[config.mk]
export PLATFORM = sky130hd
export DESIGN_NAME = anr_regs
export DESIGN_NICKNAME = d
export VERILOG_FILES = /design/src/anr_pkg.sv /design/src/anr_page_if.sv /design/src/anr_partner_capture.sv /design/src/anr_regs.sv
export SDC_FILE = /design/constraint.sdc
export NUM_CORES = 1
export LEC_CHECK = 0
export BUFFER_PORTS_ARGS = -buffer_cell sky130_fd_sc_hd__buf_2
export CAP_MARGIN = 5
export CORE_ASPECT_RATIO = 1.4
export CORE_UTILIZATION = 30
export CTS_CLUSTER_SIZE = 10
export DETAILED_ROUTE_END_ITERATION = 12
export MAX_ROUTING_LAYER = met4
export PLACE_DENSITY = 0.67
export RECOVER_POWER = 100
export SYNTH_ARGS = -nofsm -noshare
export SYNTH_HDL_FRONTEND = slang
export SYNTH_SLANG_ARGS = --single-unit
[constraint.sdc]
create_clock -name ref_clk_in -period 1.95 [get_ports ref_clk_in]
set_clock_uncertainty 0.15 [all_clocks]
set_input_delay 0.2925 -clock ref_clk_in [delete_from_list [all_inputs] [get_ports ref_clk_in]]
set_output_delay 0.2925 -clock ref_clk_in [all_outputs]
set_load 0.05 [all_outputs]
[src/anr_pkg.sv]
// Notes on behaviour
// - Local advertisement register, 16 bits, read/write, register index 4.
// - Advertisement bit 15 advertises next page, writable, resets to zero.
// - Advertisement bit 13 advertises remote fault, writable, resets to zero.
// - Advertisement bit 11 advertises asymmetric pause, writable, resets to zero.
// - Advertisement bit 10 advertises symmetric pause, writable, resets to zero.
// - Advertisement bit 8, 100BASE-X full duplex, writable, resets to one.
// - Advertisement bits 7, 6, 5: 100X half, 10T full, 10T half.
// - Advertisement bits 4:0 selector, writable, resets to the IEEE 802.3 code.
// - Partner ability register, 16 bits, read-only, index 5, selector resets 00001.
// - Partner bit 15 shows partner next page ability, resets to zero.
// - Partner bit 14 reads one from a received link code word until the next exchange start clears it.
// - Partner bit 13 shows partner remote fault, resets to zero.
// - Partner bit 12 shows partner extended next page, resets to zero.
// - Partner bits 11 and 10 show asymmetric and symmetric pause, reset zero.
// - Partner bit 9 shows partner 100BASE-T4 ability, resets to zero.
// - Partner bits 8 to 5 show partner speed and duplex abilities.
// - Partner bit 10 is the plain symmetric pause flag, separate from local bits.
package anr_pkg;
   localparam int          ANR_AW         = 8;
   localparam int          ANR_DW         = 32;
   localparam int          ANR_RW         = 16;
   localparam logic [5:0]  ANR_IDX_ADV    = 6'h04;
   localparam logic [5:0]  ANR_IDX_LP     = 6'h05;
   localparam logic [5:0]  ANR_IDX_STAT   = 6'h10;
   localparam logic [15:0] ANR_ADV_WMASK  = 16'hbdff;
   localparam logic [15:0] ANR_ADV_RST    = 16'h0101;
   localparam logic [15:0] ANR_LP_RST     = 16'h0001;
   localparam int          ANR_LP_ACK_BIT = 14;
   localparam int          ANR_ST_PEND    = 0;
   localparam int          ANR_ST_ACK     = 1;
   localparam logic [1:0]  ANR_RESP_OKAY  = 2'h0;
   localparam logic [1:0]  ANR_RESP_SLVERR = 2'h2;
endpackage

[src/anr_page_if.sv]
`timescale 1ns/1ps
`default_nettype none
interface anr_page_if;
   logic        page_valid;
   logic [15:0] page_word;
   logic        an_start;
   logic [15:0] partner_word;
   modport capture (input page_valid, input page_word, input an_start, output partner_word);
   modport owner (output page_valid, output page_word, output an_start, input partner_word);
endinterface
`default_nettype wire

[src/anr_partner_capture.sv]
`timescale 1ns/1ps
`default_nettype none
module anr_partner_capture
   import anr_pkg::*;
(
   input  wire logic   clk_in,
   input  wire logic   rst_n_in,
   anr_page_if.capture pg
);
   import anr_pkg::*;

   logic [15:0] lp_ff;
   logic [15:0] nxt_lp;

   // A page arriving with a restart keeps its acknowledge bit: the load wins.
   always_comb begin
      nxt_lp = lp_ff;
      if (pg.an_start) begin
         nxt_lp[ANR_LP_ACK_BIT] = 1'b0;
      end
      if (pg.page_valid) begin
         nxt_lp                 = pg.page_word;
         nxt_lp[ANR_LP_ACK_BIT] = 1'b1;
      end
   end

   always_ff @(posedge clk_in or negedge rst_n_in) begin
      if (!rst_n_in) begin
         lp_ff <= ANR_LP_RST;
      end else begin
         lp_ff <= nxt_lp;
      end
   end

   assign pg.partner_word = lp_ff;
endmodule // anr_partner_capture
`default_nettype wire

[src/anr_regs.sv]
// Added by the designer: the Avalon-MM register port.
`timescale 1ns/1ps
`default_nettype none
module anr_regs
   import anr_pkg::*;
(
   input  wire logic                 ref_clk_in,
   input  wire logic                 nrst_in,
   input  wire logic [ANR_AW-1:0]    avs_address_in,
   input  wire logic                 avs_read_in,
   input  wire logic                 avs_write_in,
   input  wire logic [ANR_DW-1:0]    avs_writedata_in,
   input  wire logic [3:0]           avs_byteenable_in,
   output logic [ANR_DW-1:0]         avs_readdata_out,
   output logic                      avs_waitrequest_out,
   output logic [1:0]                avs_response_out,
   input  wire logic                 an_start_in,
   input  wire logic                 rx_page_valid_in,
   input  wire logic [ANR_RW-1:0]    rx_page_in,
   output logic [ANR_RW-1:0]         adv_word_out,
   output logic                      adv_pending_out
);
   import anr_pkg::*;

   logic [1:0]        rst_sync_ff;
   logic              rst_n;
   logic              wait_ff;
   logic [ANR_DW-1:0] rdata_ff;
   logic [1:0]        resp_ff;
   logic [15:0]       adv_ff;
   logic [15:0]       snap_ff;
   logic              pend_ff;
   logic              req;
   logic              accept;
   logic              done;
   logic [15:0]       lane_mask;
   logic [15:0]       nxt_adv;
   logic [ANR_DW-1:0] nxt_rdata;
   logic [1:0]        nxt_resp;

   anr_page_if pg ();

   // Registers are decoded from word indices; the byte address is four times the index.
   function automatic logic reg_hit(input logic [ANR_AW-1:0] addr, input logic [5:0] want);
      reg_hit = (addr[ANR_AW-1:2] == want) && (addr[1:0] == 2'h0);
   endfunction

   function automatic logic [15:0] lanes(input logic [3:0] be);
      lanes = {{8{be[1]}}, {8{be[0]}}};
   endfunction

   always_ff @(posedge ref_clk_in or negedge nrst_in) begin
      if (!nrst_in) begin
         rst_sync_ff <= 2'h0;
      end else begin
         rst_sync_ff <= {rst_sync_ff[0], 1'b1};
      end
   end
   assign rst_n = rst_sync_ff[1];

   assign req       = avs_read_in | avs_write_in;
   assign accept    = req & wait_ff;
   assign done      = req & ~wait_ff;
   assign lane_mask = lanes(avs_byteenable_in);

   // Every request is answered one cycle after it is seen, so a master never stalls long.
   always_ff @(posedge ref_clk_in or negedge rst_n) begin
      if (!rst_n) begin
         wait_ff <= 1'b1;
      end else begin
         wait_ff <= ~accept;
      end
   end

   always_comb begin
      nxt_adv = adv_ff;
      // A write lands only at the edge where waitrequest is low, so a held request lands once.
      if (done && avs_write_in && reg_hit(avs_address_in, ANR_IDX_ADV)) begin
         // Reserved bits 14 and 9 never store, so they always read zero.
         nxt_adv = (adv_ff & ~(ANR_ADV_WMASK & lane_mask)) |
                   (avs_writedata_in[15:0] & ANR_ADV_WMASK & lane_mask);
      end
   end

   // Bit 12 stays writable; keeping it zero is left to software.
   always_ff @(posedge ref_clk_in or negedge rst_n) begin
      if (!rst_n) begin
         adv_ff <= ANR_ADV_RST;
      end else begin
         adv_ff <= nxt_adv;
      end
   end

   // The negotiation logic only sees a snapshot taken when an exchange starts.
   always_ff @(posedge ref_clk_in or negedge rst_n) begin
      if (!rst_n) begin
         snap_ff <= ANR_ADV_RST;
      end else if (an_start_in) begin
         snap_ff <= adv_ff;
      end
   end

   // A write that changes the register in the same cycle as a start keeps the pending flag set.
   always_ff @(posedge ref_clk_in or negedge rst_n) begin
      if (!rst_n) begin
         pend_ff <= 1'b0;
      end else if (nxt_adv != adv_ff) begin
         pend_ff <= 1'b1;
      end else if (an_start_in) begin
         pend_ff <= 1'b0;
      end
   end

   assign pg.page_valid = rx_page_valid_in;
   assign pg.page_word  = rx_page_in;
   assign pg.an_start   = an_start_in;

   anr_partner_capture u_capture (
      .clk_in   (ref_clk_in),
      .rst_n_in (rst_n),
      .pg       (pg)
   );

   always_comb begin
      nxt_rdata = '0;
      nxt_resp  = ANR_RESP_OKAY;
      if (reg_hit(avs_address_in, ANR_IDX_ADV)) begin
         nxt_rdata[15:0] = adv_ff;
      end else if (reg_hit(avs_address_in, ANR_IDX_LP)) begin
         nxt_rdata[15:0] = pg.partner_word;
      end else if (reg_hit(avs_address_in, ANR_IDX_STAT)) begin
         nxt_rdata[ANR_ST_PEND] = pend_ff;
         nxt_rdata[ANR_ST_ACK]  = pg.partner_word[ANR_LP_ACK_BIT];
      end else begin
         nxt_resp = ANR_RESP_SLVERR;
      end
      if (!avs_read_in) begin
         nxt_rdata = '0;
      end
   end

   always_ff @(posedge ref_clk_in or negedge rst_n) begin
      if (!rst_n) begin
         rdata_ff <= '0;
         resp_ff  <= ANR_RESP_OKAY;
      end else if (accept) begin
         rdata_ff <= nxt_rdata;
         resp_ff  <= nxt_resp;
      end else begin
         rdata_ff <= '0;
         resp_ff  <= ANR_RESP_OKAY;
      end
   end

   assign avs_waitrequest_out = wait_ff;
   assign avs_readdata_out    = rdata_ff;
   assign avs_response_out    = resp_ff;
   assign adv_word_out        = snap_ff;
   assign adv_pending_out     = pend_ff;
endmodule // anr_regs
`default_nettype wire

==> results.md, run 1 <==
- Status: complete, but fails checks
- Failing checks: design-rule violations
- DPL Wire Length: 4.55 mm
- Root Buffer: clkbuf_16
- Slew of the pin with the lowest slew margin: 0.955 ns
- Biggest area consumer among synthesized cells: dfrtp_1
- Hold EP: avs_waitrequest_out
- R2R cell count: 4
- CP bufs+invs: 1
- H-tree levels: 3
- Post-CTS Resized: 0
- Slew Limit Fails: 0
- Vias in the first global route: 1,820
- Buffers on Ports: 77
- Max capacitance violation total: 0
- Maximum fanout along the worst path: 2
- Routed Antenna Nets: 0
- Final Hold Fails: 0
- Initial antenna violation count: 0
- Worst Setup End Kind: output port
- N_diodes: 0
- Critical path type: reg -> out
- Pwr/cell area: 981 nW/µm²
- Layout fillers: 890
- DIE AREA: 9810 µm²
- Grt ovf: 0
- Area contributors post-synth: dfrtp_1 (52%), mux2_2 (17%), dfstp_2 (5.6%)
- Site row count: 41
- Seq pwr share: 0.406
- Starting DRT DRC Count: 96
- Clock share of power: 0.504
- Cell Chain, Critical Path: clkbuf_1
- Setup ws final: 0.188 ns
- GPL Wtd Cong: 0.765
- CTS tree: done
- Cell family with most CP delay: flip-flops
- Core Area: 9080 µm²
- WP data required: 1.51 ns
- DP Worst Slack: -0.000433 ns
- Post-route DRC: 20
- CTS Sinks: 65
- CTS Hold Bufs: 1
- Largest net degree at the start of global routing: 34
- Layout Utilization: 0.396
- Avg Vias per Cell: 4.57
- Syn Area/Cell: 13.4 µm²
- Hold WC Path Type: in -> reg
- Overall Global Routing Usage: 0.141
- Die width: 84.0 µm
- Headroom to the max-slew limit: 0.363
- Global-route wire length before repair: 9.67 mm
- Final net count: 365
- Clk Latency, worst-skew pair: 0.33 ns
- CP peak stage delay: 0.52 ns
- WHS Path Cells: 2
- # Post-CTS Setup Buffers: 0
- Die H: 117 µm
- Synth Register Bits: 65
- Worst r2r src: avs_waitrequest_out
- DR pass1 iterations: 8
- Cell variety after synth: 32
- Final min period: 1.76 ns
- Initial Util: 0.311
- Leak Pwr: 1.67 nW
- Reported net switching power: 0.000803 W
- Yosys top cell area share: 0.523
- Final WL: 6.11 mm
- Syn-to-layout area delta: 27.4%
- WL per Instance: 14.9 µm
- Switch share: 0.228
- Final setup viols: 0
- Clock slew seen by the registers of the worst setup and hold paths: 0.05 ns
- Share of cells above drive strength 1: 0.372
- Io pins: 118
- HP Start: avs_write_in
- Synth warnings: 0
- Setup TNS: 0 ns
- Max frequency: 568 MHz
- Reg2reg setup slack: 0.30 ns
- RR Endpoint: adv_ff[10]
- Worst path arrival time: 1.32 ns
- Maximum vdd drop: 0.440 mV
- RSZ-0062 raised after global routing: no
- Tcrit/Tclk final: 0.903
- Crit start category: flop
- Clk buf depth: 2
- Total CTS buffers: 9
- Via Count: 1,878
- Post-Syn Area: 2820 µm²
- Logic pwr share: 0.090
- Internal power: 0.00272 W
- Synth Instances: 210
- Sequential share of the synthesized area: 0.579
- Slowest stage cell, crit path: dfstp_2
[Yosys cell counts (all sizes together)]
master / count
a221oi: 2
nand2b: 1
nor2b: 1
dfstp: 6
nand3: 2
or2b: 1
mux2: 43
nand2: 1
inv: 1
and4: 2
nor4b: 1
buf: 21
and3: 1
conb: 2
a21o: 1
nor2: 14
nand4: 4
or4b: 1
dfrtp: 59
or4: 1
a22oi: 12
xnor2: 15
clkbuf: 6
nor3: 6
nor4: 3
o2bb2ai: 1
o21ai: 2
[power groups by stage]
stage / clock [W] / combinational, W / sequential [W]
after global routing: 0.00189 / 0.000345 / 0.00144
after detailed placement: 0 / 0.000329 / 0.00146
final: 0.00178 / 0.000318 / 0.00143
after CTS: 0.00184 / 0.000331 / 0.00143
after floorplan: 0 / 0.000205 / 0.00150
after global placement: 0 / 0.000324 / 0.00146
[cell usage in the layout (no fill, tap or decap), types with 2 or more instances in the layout]
cell       instances
buf_2             41
conb_1            20
o21ai_0            2
bufinv_16          2
buf_4              3
and4_1             2
nor3_1             6
dfrtp_1           58
dfstp_1            3
nor4_1             3
nand4_1            4
clkbuf_8           3
clkbuf_16          9
xnor2_1           15
a221oi_1           2
dfstp_2            3
nor2_1            13
a22oi_1           12
clkbuf_1          38
mux2_2            42
clkbuf_2           3
[registers in the layout, indices dropped and copies added (netlist names)]
name,count
adv_ff,14
adv_pending_out,1
u_capture.pg.partner_word,16
rst_sync_ff,2
avs_response_out,1
avs_waitrequest_out,1
avs_readdata_out,16
adv_word_out,14
[cells by family (layout without fill, tap and decap cells)]
| logic type | count (synthesis) | count (layout) | synth area share |
|---|---|---|---|
| AO/OA/AOI/OAI | 18 | 18 | 0.0474 |
| XOR/XNOR | 15 | 15 | 0.0465 |
| buffers and inverters | 28 | 104 | 0.0656 |
| flip-flops | 65 | 65 | 0.579 |
| multiplexers | 43 | 43 | 0.172 |
| other | 2 | 20 | 0.00266 |
| AND/OR/NAND/NOR | 39 | 39 | 0.0873 |
[how the worst max path moves through the flow]
stage                                    from                   to  cells past startpoint
after floorplan             avs_address_in[5]            adv_ff[7]                      4
after global placement      avs_address_in[1]  avs_readdata_out[1]                      5
after detailed placement    avs_address_in[1]  avs_readdata_out[1]                      5
after CTS                 avs_waitrequest_out           adv_ff[10]                      4
after global routing          adv_word_out[8]      adv_word_out[8]                      1
final                         adv_word_out[8]      adv_word_out[8]                      1
[cell type report]
| class | instances | area [µm²] | area share |
|---|---|---|---|
| clock buffers | 12 | 267 | 0.0741 |
| clock inverters | 4 | 73.8 | 0.0205 |
| repair buffers | 87 | 415 | 0.116 |
| multi-input cells | 135 | 1070 | 0.297 |
| flip-flops and latches | 65 | 1640 | 0.455 |
| well taps | 107 | 134 | 0.0372 |
| inverters | 1 | 3.75 | 0.00104 |
[routing by layer]
metal	wire [µm]	part of all wire	global-route usage	vias to the layer above
met5	0	0	-	-
met4	125	0.020	0.0736	0
met3	310	0.051	0.0372	11
met2	3230	0.53	0.240	77
met1	2440	0.40	0.153	899
li1	-	-	-	891
[metrics by stage]
stage,hold WS (ns),total power (W),area (µm²),cells
global placement,-0.0693,0.00178,3310,394
global route,0.0406,0.00368,3600,411
floorplan,-0.153,0.00171,2890,228
detailed placement,-0.0681,0.00179,3310,394
CTS,0.0211,0.00361,3660,411
finish,0.0397,0.00353,3600,411
No activity file was read; power rests on OpenSTA's default activity.
==> run 2, diff against run 1 <==
--- a/config.mk
+++ b/config.mk
@@ -8,11 +8,11 @@
 export BUFFER_PORTS_ARGS = -buffer_cell sky130_fd_sc_hd__buf_2
 export CAP_MARGIN = 5
 export CORE_ASPECT_RATIO = 1.4
-export CORE_UTILIZATION = 30
+export CORE_UTILIZATION = 48
 export CTS_CLUSTER_SIZE = 10
 export DETAILED_ROUTE_END_ITERATION = 12
 export MAX_ROUTING_LAYER = met4
-export PLACE_DENSITY = 0.67
+export PLACE_DENSITY = 0.91
 export RECOVER_POWER = 100
 export SYNTH_ARGS = -nofsm -noshare
 export SYNTH_HDL_FRONTEND = slang
==> constraint.sdc (replaced) <==
create_clock -name ref_clk_in -period 1.9 [get_ports ref_clk_in]
set_clock_uncertainty 0.15 [all_clocks]
set_input_delay 0.285 -clock ref_clk_in [delete_from_list [all_inputs] [get_ports ref_clk_in]]
set_output_delay 0.285 -clock ref_clk_in [all_outputs]
set_load 0.05 [all_outputs]
==> results.md, run 2 (synthesis results as in run 1) <==
- Status: completed
- N_diodes: 0
- DPL Wire Length: 4.38 mm
- Max frequency: 540 MHz
- Worst setup startpoint: avs_write_in
- Maximum fanout along the worst path: 7
- GRT busiest layer: met2
- Inst Count DP: 356
- Maximum vdd drop: 0.593 mV
- Leak Pwr: 1.60 nW
- Hold WC Path Type: in -> reg
- Clk buf depth: 2
- Site row count: 32
- Met2 Use GR: 0.384
- Syn-to-layout area delta: 20.4%
- Slew Limit Fails: 0
- CTS Sinks: 65
- Starting DRT DRC Count: 64
- Global-route wire length before repair: 9.18 mm
- # Post-CTS Setup Buffers: 0
- Final net count: 367
- Pwr/cell area: 821 nW/µm²
- Clock slew seen by the registers of the worst setup and hold paths: 0.07 ns
- Cell Chain, Critical Path: dlygate4sd3_1 -> buf_2 -> nor2b_1 -> nand4_1 -> buf_4 -> mux2_2
- Post-Layout Cell Count: 374
- Initial Util: 0.504
- Final Hold Fails: 0
- Commonest non-fill, non-tap cell in the layout: dfrtp_1
- Final WL: 5.91 mm
- Tcrit/Tclk final: 0.975
- WP data required: 1.96 ns
- Buffers on Ports: 77
- Largest net degree at the start of global routing: 48
- Overall Global Routing Usage: 0.216
- Final min period: 1.85 ns
- Max capacitance violation total: 0
- CTS Hold Bufs: 2
- Vias in the first global route: 1,941
- Total CTS buffers: 9
- Global routing usage on met3: 0.0554
- Worst path arrival time: 1.91 ns
- Layout fillers: 486
- Die width: 66.8 µm
- CTS tree: done
- Initial antenna violation count: 0
- Grt ovf: 0
- Io pins: 118
- Crit start category: input port
- Post-route DRC: 0
- DR pass1 iterations: 4
- Root Buffer: clkbuf_8
- HP Start: rx_page_in[10]
- Most frequent cells in the layout: dfrtp_1 (59), mux2_2 (42), buf_2 (40)
- Headroom to the max-slew limit: 0.340
- Via Count: 1,923
- Final setup viols: 0
- Clk Latency, worst-skew pair: 0.34 ns
- WL per Instance: 15.8 µm
- Global routing usage on met1: 0.214
- Post-CTS Resized: 0
- Routed Antenna Nets: 0
- DIE AREA: 6200 µm²
- RSZ-0062 raised after global routing: no
- Share of cells above drive strength 1: 0.373
- Cell family with most CP delay: buffers and inverters
- Setup TNS: 0 ns
- Slew of the pin with the lowest slew margin: 0.990 ns
- CP bufs+invs: 3
- Critical path type: in -> reg
- Worst Setup End Kind: flop
- Avg Vias per Cell: 5.14
- GPL Wtd Cong: 0.759
- Core Area: 5610 µm²
- H-tree levels: 3
- CP peak stage delay: 0.52 ns
- Die H: 92.7 µm
- Worst r2r src: avs_waitrequest_out
- Slowest stage cell, crit path: dlygate4sd3_1
## run 2: cell types whose count changed in the layout (fill, tap and decap cells not counted), sizes merged
cell / previous run / this run
dlygate4sd3: 1 / 2
clkinvlp: 0 / 1
buf: 45 / 49
clkbuf: 53 / 51
bufinv: 2 / 0
## run 2: cell type report
| class | count | area (µm²) | area share |
|---|---|---|---|
| sequential | 65 | 1630 | 0.481 |
| inverter | 1 | 3.75 | 0.00110 |
| multi-input combinational | 135 | 1070 | 0.314 |
| timing repair buffer | 89 | 442 | 0.130 |
| clock buffer | 13 | 149 | 0.0438 |
| tap | 68 | 85.1 | 0.0250 |
| clock inverter | 3 | 17.5 | 0.00515 |
## run 2: report_power, final
group | total, W | switching [W] | leakage, nW | internal [W]
combinational | 0.000326 | 0.000219 | 0.672 | 0.000106
clock | 0.000988 | 0.000482 | 0.0834 | 0.000506
sequential | 0.00148 | 0.0000386 | 0.844 | 0.00144
## run 2: path summary, 6_finish.rpt
| kind | endpoint | slack [ns] | depth (start not counted) |
|---|---|---|---|
| max in group asynchronous | adv_word_out[5] | 0.36 | 1 |
| min in group asynchronous | rst_sync_ff[1] | 0.10 | 2 |
| hold reg to reg | u_capture.pg.partner_word[11] | 0.11 | 0 |
| setup reg to reg | adv_ff[10] | 0.23 | 4 |
| hold / removal | u_capture.pg.partner_word[10] | 0.03 | 2 |
| setup / recovery | adv_ff[10] | 0.05 | 6 |
## run 2: metrics by stage
step	total power, W	utilization	instance area (µm²)	worst slack (ns)	hold slack, ns
final	0.00279	0.606	3400	0.0476	0.0258
after global routing	0.00291	0.606	3400	0.0159	0.0112
after CTS	0.00284	0.619	3470	0.0344	0.00709
after detailed placement	0.00183	0.585	3280	-0.0303	-0.0781
after global placement	0.00182	0.585	3280	-0.0121	-0.0795
after floorplan	0.00175	-	2890	0.162	-0.161
## run 2: layer usage
metal | share of wire | up-vias
li1 | - | 885
met1 | 0.37 | 944
met2 | 0.56 | 83
met3 | 0.049 | 11
met4 | 0.019 | 0
met5 | 0 | -
==> run 3, diff against run 2 <==
--- a/config.mk
+++ b/config.mk
@@ -16,4 +16,5 @@
 export RECOVER_POWER = 100
 export SYNTH_ARGS = -nofsm -noshare
 export SYNTH_HDL_FRONTEND = slang
+export SYNTH_HIERARCHICAL = 1
 export SYNTH_SLANG_ARGS = --single-unit
==> results.md, run 3 <==
- Status: completed
- DR pass1 iterations: 4
- Total CTS buffers: 9
- Cell family with most CP delay: flip-flops
- Tcrit/Tclk final: 0.927
- H-tree levels: 3
- Inst Count DP: 351
- Share of cells above drive strength 1: 0.352
- Core Area: 5820 µm²
- Vias in the first global route: 1,889
- Worst setup startpoint: adv_word_out[8]
- Leak Pwr: 1.62 nW
- CTS tree: done
- Avg Vias per Cell: 5.09
- RR Endpoint: adv_ff[3]
- DPL Wire Length: 4.09 mm
- Worst path arrival time: 1.33 ns
- Final net count: 359
- Io pins: 118
- Die H: 93.8 µm
- Global-route wire length before repair: 8.98 mm
- Root Buffer: clkbuf_8
- Pwr/cell area: 892 nW/µm²
- CP Capture Point: adv_word_out[8]
- WP data required: 1.46 ns
- Final Hold Fails: 0
- CP bufs+invs: 1
- Slew of the pin with the lowest slew margin: 1.04 ns
- Largest net degree at the start of global routing: 44
- Setup ws final: 0.139 ns
- CTS Sinks: 65
- Post-CTS Resized: 0
- EDFF count, synth: 0
- Most frequent cells in the layout: dfrtp_1 (59), buf_2 (40), clkbuf_1 (37)
- Buffers on Ports: 77
- R2R cell count: 3
- Layout fillers: 486
- Reg2reg setup slack: 0.22 ns
- Count leader, synth: dfrtp_1
- Main synth FF type: dfrtp_1
- Slew Limit Fails: 0
- Post-Layout Cell Count: 368
- Sequential share of the synthesized area: 0.565
- Setup TNS: 0 ns
- Die width: 67.6 µm
- Syn-to-layout area delta: 17.4%
- Final setup viols: 0
- WHS: 0.0235 ns
- CP peak stage delay: 0.53 ns
- Synth cell count leaders: dfrtp_1 (59), mux2_2 (34), buf_4 (21)
- Cell depth of the worst setup path: 1
- N_diodes: 0
- Commonest non-fill, non-tap cell in the layout: dfrtp_1
- Worst Setup End Kind: output port
- Max frequency: 568 MHz
- Headroom to the max-slew limit: 0.306
- Overall Global Routing Usage: 0.205
- DP Worst Slack: 0.165 ns
- Cell variety after synth: 37
- Starting DRT DRC Count: 43
- Slowest stage cell, crit path: dfstp_2
- Yosys top cell area share: 0.511
- Cell Chain, Critical Path: clkbuf_1
- Clk buf depth: 2
- Crit start category: flop
- # Post-CTS Setup Buffers: 0
- Via Count: 1,874
- Biggest area consumer among synthesized cells: dfrtp_1
- Syn Area/Cell: 13.8 µm²
- Post-Syn Area: 2890 µm²
- Post-synth ARST share: 1.00
- RSZ-0062 raised after global routing: no
- Grt ovf: 0
- Initial Util: 0.497
- Clk Latency, worst-skew pair: 0.33 ns
- Layout Utilization: 0.583
- Worst r2r src: avs_waitrequest_out
- Initial antenna violation count: 0
- Site row count: 33
- Critical path type: reg -> out
- Post-route DRC: 0
- Area contributors post-synth: dfrtp_1 (51%), mux2_2 (13%), dfstp_2 (5.5%)
- WL per Instance: 15.3 µm
- Final WL: 5.63 mm
- CTS Hold Bufs: 1
- Clock slew seen by the registers of the worst setup and hold paths: 0.07 ns
- DIE AREA: 6340 µm²
- Hold WC Path Type: in -> reg
- Max capacitance violation total: 0
- GPL Wtd Cong: 0.728
- Synth Instances: 209
- Maximum vdd drop: 0.477 mV
- Routed Antenna Nets: 0
- Final min period: 1.76 ns
- Synth warnings: 6
- Synth Register Bits: 65
- Maximum fanout along the worst path: 2
run 3: cell types whose count changed after synthesis, moves of 4 or more:
cell / before / now
nor3_1: 6 / 1
clkbuf_1: 6 / 2
mux2_4: 0 / 9
mux2_2: 42 / 34
xor2_1: 0 / 5
xnor2_1: 15 / 10
run 3: logic make-up (layout without fill, tap and decap cells):
logic type	Yosys count	count (layout)	share of synthesized area
DFF	65	65	0.565
muxes	43	43	0.179
and+or+nand+nor	33	33	0.0779
buffers and inverters	28	99	0.0727
AOI/OAI and AO/OA	23	23	0.0571
xor gates and xnor gates	15	15	0.0454
other	2	20	0.00260
run 3: power by group:
group          total, W  internal [W]  switching [W]
Combinational  0.000319      0.000100       0.000218
Clock           0.00123      0.000748       0.000484
Sequential      0.00148       0.00144      0.0000393
Total           0.00303       0.00229       0.000742
run 3: how the worst min path moves through the flow:
stage	from	to	slack, ns	cells past startpoint
floorplan	nrst_in	rst_sync_ff[0]	-0.16	0
global placement	nrst_in	rst_sync_ff[0]	-0.08	1
detailed placement	nrst_in	rst_sync_ff[0]	-0.08	1
CTS	rx_page_in[13]	u_capture/pg.partner_word[13]	0.02	2
global route	rx_page_in[0]	u_capture/pg.partner_word[0]	0.02	2
finish	rx_page_in[3]	u_capture/pg.partner_word[3]	0.02	2
run 3: final cells by class:
class,count,area [µm²],share of cell area
Sequential cell,65,1630,0.481
Multi-Input combinational cell,134,1060,0.313
Timing Repair Buffer,82,390,0.115
Clock buffer,14,183,0.0538
Tap cell,70,87.6,0.0258
Clock inverter,2,35.0,0.0103
Inverter,1,3.75,0.00111
run 3: through the flow:
step	total power [W]	instance area (µm²)
finish	0.00303	3390
detailed placement	0.00185	3270
global placement	0.00184	3270
CTS	0.00308	3500
global route	0.00315	3390
floorplan	0.00177	2960
run 3: metal layers:
layer	routed length [µm]	part of all wire	up-vias	global-route usage
li1	-	-	864	-
met1	2200	0.39	921	0.241
met2	3000	0.53	74	0.331
met3	277	0.049	15	0.0400
met4	149	0.026	0	0.0975
met5	0	0	-	-
